File: src/core/ppi_regs.vh
// Constants for the printer parallel input port
`ifndef PPI_REGS_VH
`define PPI_REGS_VH
`define PPI_CLK_HZ       10000000
`define PPI_ACK_NS       5000
`define PPI_ACK_CYC      ((`PPI_ACK_NS * (`PPI_CLK_HZ / 1000000) + 999) / 1000)
`define PPI_ST_IDLE      2'h0
`define PPI_ST_HELD      2'h1
`define PPI_ST_DONE      2'h2
`define PPI_ST_ACK       2'h3
`endif

File: src/core/ppi_pulse.v
// Acknowledge pulse timer: fixed-width low pulse on a start request
`timescale 1ns/1ns
module ppi_pulse
#(
	parameter WIDTH = 50
)
(
	input  wire clk,
	input  wire rst_n,
	input  wire start,
	output reg  ack_n,
	output wire busy
);
	reg [15:0] cnt_r;

	assign busy = (cnt_r != 16'h0000);

	// Counter holds the pulse low for WIDTH cycles; restart ignored while running
	always @(posedge clk or negedge rst_n)
	begin
		if (!rst_n)
		begin
			cnt_r <= 16'h0000;
			ack_n <= 1'b1;
		end
		else if (start && !busy)
		begin
			cnt_r <= WIDTH[15:0];
			ack_n <= 1'b0;
		end
		else if (busy)
		begin
			cnt_r <= cnt_r - 16'h0001;
			ack_n <= (cnt_r == 16'h0001);
		end
	end
endmodule

File: src/core/ppi_port.v
// Host parallel input port: strobe capture, busy, notify, processor read, acknowledge
// Contract
// - Strobe falling edge captures data lines into the holding register.
// - Busy goes high in the same step as the capture.
// - Capture raises the receive-notify output to the processor.
// - Processor reads with low read strobe; port drives held byte meanwhile.
// - Processing done drops busy and sends one low acknowledge pulse.
// - Busy stays high while the receive buffer reports full.
// - Low prime input requests re-initialization without resetting the processor.
// - Port resets at power-on, then again on the interface-chip reset line.
// - End of initialization sends one acknowledge to announce readiness.
`timescale 1ns/1ns
`include "ppi_regs.vh"
module ppi_port
#(
	parameter ACK_CYC = `PPI_ACK_CYC
)
(
	input  wire       CLK,
	input  wire       ARST_N,
	input  wire [7:0] HOST_DATA,
	input  wire       HOST_STROBE_N,
	output reg        HOST_BUSY,
	output wire       HOST_ACK_N,
	input  wire       HOST_PRIME_N,
	output reg        INIT_REQ,
	input  wire       INTERFACE_CHIP_RESET_N,
	input  wire       CPU_RD_N,
	output reg  [7:0] CPU_DATA,
	output wire       CPU_DATA_OE_N,
	output reg        RX_NOTIFY,
	input  wire       PROC_DONE,
	input  wire       BUF_FULL,
	input  wire       INIT_DONE
);
	// Reset chain, pin synchronisers, byte holding and sequence state
	reg        arst_a_r;
	reg        arst_b_r;
	reg  [1:0] ifrst_sync_r;
	reg  [2:0] stb_sync_r;
	reg  [1:0] prime_sync_r;
	reg  [1:0] rd_sync_r;
	reg        rd_prev_r;
	reg        prime_prev_r;
	reg  [7:0] data_sync_a_r;
	reg  [7:0] data_sync_b_r;
	reg  [7:0] hold_r;
	reg  [1:0] state_r;
	reg  [1:0] state_nxt;
	reg        ack_go;
	wire       rst_n;
	wire       stb_fall;
	wire       rd_act;
	wire       rd_end;
	wire       pulse_busy;

	// Power-on reset released through two flip-flops
	always @(posedge CLK or negedge ARST_N)
	begin
		if (!ARST_N)
		begin
			arst_a_r <= 1'b0;
			arst_b_r <= 1'b0;
		end
		else
		begin
			arst_a_r <= 1'b1;
			arst_b_r <= arst_a_r;
		end
	end

	// Interface-chip reset line synchronised; only acts once power-on reset is over
	always @(posedge CLK or negedge arst_b_r)
	begin
		if (!arst_b_r)
			ifrst_sync_r <= 2'h3;
		else
			ifrst_sync_r <= {ifrst_sync_r[0], INTERFACE_CHIP_RESET_N};
	end

	// Either reset source holds the whole port in reset
	assign rst_n = arst_b_r & ifrst_sync_r[1];

	// Pin synchronisers; first stage feeds only the second
	always @(posedge CLK or negedge rst_n)
	begin
		if (!rst_n)
		begin
			stb_sync_r   <= 3'h7;
			prime_sync_r <= 2'h3;
			rd_sync_r    <= 2'h3;
			data_sync_a_r <= 8'h00;
			data_sync_b_r <= 8'h00;
			rd_prev_r    <= 1'b1;
			prime_prev_r <= 1'b1;
		end
		else
		begin
			stb_sync_r   <= {stb_sync_r[1:0], HOST_STROBE_N};
			prime_sync_r <= {prime_sync_r[0], HOST_PRIME_N};
			rd_sync_r    <= {rd_sync_r[0], CPU_RD_N};
			data_sync_a_r <= HOST_DATA; // Same depth as strobe; host must hold data two cycles
			data_sync_b_r <= data_sync_a_r;
			rd_prev_r    <= rd_sync_r[1];
			prime_prev_r <= prime_sync_r[1];
		end
	end

	// Falling-edge decode, shared by the strobe and prime paths
	function fall_seen;
		input prev_lvl;
		input now_lvl;
		begin
			fall_seen = prev_lvl & ~now_lvl;
		end
	endfunction

	// Edges taken from the settled second stage, never the first
	assign stb_fall = fall_seen(stb_sync_r[2], stb_sync_r[1]);
	assign rd_act   = ~rd_sync_r[1];
	assign rd_end   = ~rd_prev_r & rd_sync_r[1];

	// Prime request: pulse to the processor, no hardware reset applied
	always @(posedge CLK or negedge rst_n)
	begin
		if (!rst_n)
			INIT_REQ <= 1'b0;
		else
			INIT_REQ <= fall_seen(prime_prev_r, prime_sync_r[1]);
	end

	// Byte handling sequence
	always @*
	begin
		state_nxt = state_r;
		ack_go    = 1'b0;
		case (state_r)
		// Strobes outside idle are ignored, so a held byte is never overwritten
		`PPI_ST_IDLE:
			if (stb_fall)
				state_nxt = `PPI_ST_HELD;
		// Processor read ends on the rising read strobe
		`PPI_ST_HELD:
			if (rd_end)
				state_nxt = `PPI_ST_DONE;
		`PPI_ST_DONE:
			// Full buffer keeps busy high and withholds the acknowledge
			if (PROC_DONE && !BUF_FULL)
			begin
				state_nxt = `PPI_ST_ACK;
				ack_go    = 1'b1;
			end
		// Next byte only once the pulse has run out
		`PPI_ST_ACK:
			if (!pulse_busy)
				state_nxt = `PPI_ST_IDLE;
		default:
			state_nxt = `PPI_ST_IDLE;
		endcase
		if (INIT_DONE && state_r == `PPI_ST_IDLE)
			ack_go = 1'b1;
	end

	// State, holding register, busy and notify
	always @(posedge CLK or negedge rst_n)
	begin
		if (!rst_n)
		begin
			state_r   <= `PPI_ST_IDLE;
			hold_r    <= 8'h00;
			HOST_BUSY <= 1'b0;
			RX_NOTIFY <= 1'b0;
		end
		else
		begin
			state_r <= state_nxt;
			if (state_r == `PPI_ST_IDLE && stb_fall)
			begin
				hold_r    <= data_sync_b_r;
				HOST_BUSY <= 1'b1;
				RX_NOTIFY <= 1'b1;
			end
			if (state_r == `PPI_ST_HELD && rd_end)
				RX_NOTIFY <= 1'b0;
			// Acknowledge clears busy first; a full buffer forces it back high
			if (state_r == `PPI_ST_DONE && ack_go)
				HOST_BUSY <= 1'b0;
			else if (BUF_FULL)
				HOST_BUSY <= 1'b1;
			else if (state_r == `PPI_ST_IDLE && !stb_fall)
				HOST_BUSY <= 1'b0;
		end
	end

	// Read data register; bus driven only during a read
	always @(posedge CLK or negedge rst_n)
	begin
		if (!rst_n)
			CPU_DATA <= 8'h00;
		else
			CPU_DATA <= hold_r;
	end

	// Drive enable follows the synchronised read strobe, low while driving
	assign CPU_DATA_OE_N = ~rd_act;

	// Acknowledge pulse timer
	ppi_pulse
	#(
		.WIDTH (ACK_CYC)
	)
	u_ack
	(
		.clk   (CLK),
		.rst_n (rst_n),
		.start (ack_go),
		.ack_n (HOST_ACK_N),
		.busy  (pulse_busy)
	);
endmodule

File: config.mk
export PLATFORM = sky130hd
export DESIGN_NAME = ppi_port
export DESIGN_NICKNAME = d
export VERILOG_FILES = /design/src/core/ppi_pulse.v /design/src/core/ppi_port.v
export VERILOG_INCLUDE_DIRS = /design/src /design/src/core
export SDC_FILE = /design/constraint.sdc
export NUM_CORES = 1
export LEC_CHECK = 0
export CAP_MARGIN = 10
export CORE_MARGIN = 2
export CORE_UTILIZATION = 50
export CTS_CLUSTER_DIAMETER = 60
export DETAILED_ROUTE_END_ITERATION = 12
export DONT_BUFFER_PORTS = 1
export SYNTH_ARGS = -nofsm -noshare
export SYNTH_HDL_FRONTEND = slang
export SYNTH_SLANG_ARGS = --single-unit
File: constraint.sdc
create_clock -name CLK -period 4.7 [get_ports CLK]
set_input_delay 1.41 -clock CLK [delete_from_list [all_inputs] [get_ports CLK]]
set_output_delay 1.41 -clock CLK [all_outputs]
set_load 0.05 [all_outputs]
==> metrics.txt <==
GRT Total Usage=16.0%; critical path class=register to output port; Mapped Area=2460 µm²; Routability Congestion=0.686; Crit Path Max Fanout=3; EDFF count, synth=0; VDD IR max=0.418 mV; Yosys warnings=0; Avg Vias per Cell=5.12; Slew HR=48.9%; Seq cells post-synth=67; max-slew violations=0; ys flop type=dfrtp_1; Post-DP HPWL=2.40 mm; area occupied by registers=1690 µm²; Starting Density=52.1%; number of global-route vias before repair=1310; clk_skew=0.00708 ns; design area=2710 µm²; Clock Path Buffers=2; Power Density=675 nW/µm²; area grow syn2layout=10.3%; Overall Power=1.83 mW; Rows=25; max-cap violations=0; CTS resizes=0; DRT antenna net count=0; Setup TNS Final=0 ns; Inst Count DP=236; CTS Hold Buffers Added=0; Synth async-reset ratio=100%; status=finished clean; DRT Wirelength=3.65 mm; post-synthesis sequential area ratio=68.8%; Unique masters post-synth=43; DIE AREA=5490 µm²; Remaining DRCs=0; CTS tree=built; Synth top cells by count=dfrtp_1, dfstp_2, inv_1, mux2_2, nor2_1; count leader, synth=dfrtp_1; top cell type's share of synthesized area=56.0%; capturing element type of the critical path=output port; FMAX=407 MHz; cell taking the most area after synthesis=dfrtp_1; IO Pins=30; HP Class=register to asynchronous set/reset pin; Period Utilization, post-route=52.3%; Critical Path RT=3.29 ns; CTS Buf Count=9; CP Launch Type=register; Nets=203; minimum clock period=2.46 ns; First-pass DRT Iterations=4; RSZ-0062 raised after global routing=false; Worst EP arrival=1.05 ns; antenna violations before repair=0; DR vias=1291; largest net degree at the start of global routing=64; Hold Violations, Final=0; share of layout cells above drive strength 1=25.4%; port bufs=0; htree depth=3; ranking of synthesized cells by area=dfrtp_1, dfstp_2, mux2_2; fill cell count=399; Syn Nets=194; clk root buf=clkbuf_8; Die H=74.1 µm; Worst-Margin Slew=0.766 ns; average cell area after synthesis=14.4 µm²; fin cells=252; Worst-path clk slew=0.08 ns; worst skew pair latency=0.34 ns; DR iter-0 viols=45; Core Area=4720 µm²; total placed instance area=2530 µm²; ANT cells=0; Setup Buffers After CTS=0; Leak=1.22 nW; die width=74.1 µm; Congestion Overflow GR=0; Clock Sinks=67; first-pass GRT wire length=6.22 mm; Final Setup Violations=0; wire per inst=14.5 µm; Post-Synthesis Cells=171; area of the multi-input gates=711 µm²
## final cells by class
cell class | count | area share [%]
flip-flops and latches | 67 | 62.4
multi-input cells | 91 | 26.2
clock buffers | 9 | 4.57
well taps | 67 | 3.09
clock inverters | 7 | 2.12
inverters | 10 | 1.38
repair buffers | 1 | 0.277
## metrics by stage
step / setup WS (ns) / hold WS (ns) / utilization, %
after detailed placement: 2.11 / 0.216 / 53.6
final: 2.24 / 0.220 / 57.4
after floorplan: 2.17 / 0.197 / -
after global routing: 2.19 / 0.237 / 57.4
after global placement: 2.13 / 0.206 / 53.6
after CTS: 2.21 / 0.220 / 57.4
## where the power goes
group	internal (mW)	leakage [nW]	switching [mW]	total [mW]
logic	0.179	0.325	0.182	0.361
clock network	0.199	0.0886	0.233	0.432
registers	0.741	0.810	0.297	1.04
total	1.12	1.22	0.711	1.83
## kinds of logic after synthesis
kind of cell               synth area share, %
adders and majority gates                 3.05
muxes                                     6.06
other                                    0.153
and+or+nand+nor                           12.0
DFF                                       68.8
buffers and inverters                     2.34
xor gates and xnor gates                  2.49
AOI/OAI and AO/OA                         5.14
## state kept, by name (all words and copies together), names as in the netlist
name	count
rd_sync_r	2
RX_NOTIFY	1
hold_r	8
arst_a_r	1
rd_prev_r	1
prime_sync_r	2
data_sync_a_r	8
HOST_BUSY	1
ifrst_sync_r	2
INIT_REQ	1
stb_sync_r	3
u_ack.ack_n	1
data_sync_b_r	8
state_r	2
arst_b_r	1
u_ack.cnt_r	16
prime_prev_r	1
CPU_DATA	8
## worst paths after layout
kind / start / cells after the start / to / slack, ns
worst max-delay path: rd_sync_r[1] / 0 / CPU_DATA_OE_N / 2.24
max in group asynchronous: ifrst_sync_r[1] / 2 / hold_r[6] / 3.47
worst max register to register: u_ack.cnt_r[0] / 6 / state_r[1] / 2.46
worst min register to register: arst_b_r / 0 / ifrst_sync_r[0] / 0.22
min in group CLK: data_sync_a_r[2] / 0 / data_sync_b_r[2] / 0.36
worst min-delay path: arst_b_r / 0 / ifrst_sync_r[0] / 0.22
## placed cells by master, fill, tap and decap left out, types with 2 or more instances in the layout
master      instances
dfstp_2            12
a211oi_1            2
inv_1              10
nor2b_1             2
ha_1                6
o21ai_0             3
or3_1               2
nor4_1              4
a21oi_1             2
clkbuf_8            9
clkinvlp_4          2
nand2_1             7
nor3_1              5
nand2b_1            4
a2bb2oi_1           2
nand3_1             5
mux2_2             10
dfrtp_1            55
nor2_1              8
inv_6               3
xnor2_1             6
## routing by layer
layer / GRT usage (%) / vias to the layer above / part of all wire, %
met5: 0 / - / 0
li1: - / 608 / -
met1: 19.3 / 649 / 44
met4: 8.89 / 0 / 0.88
met3: 7.05 / 4 / 5.4
met2: 24.0 / 30 / 50
Note: power is estimated with default switching activity, not from simulation.
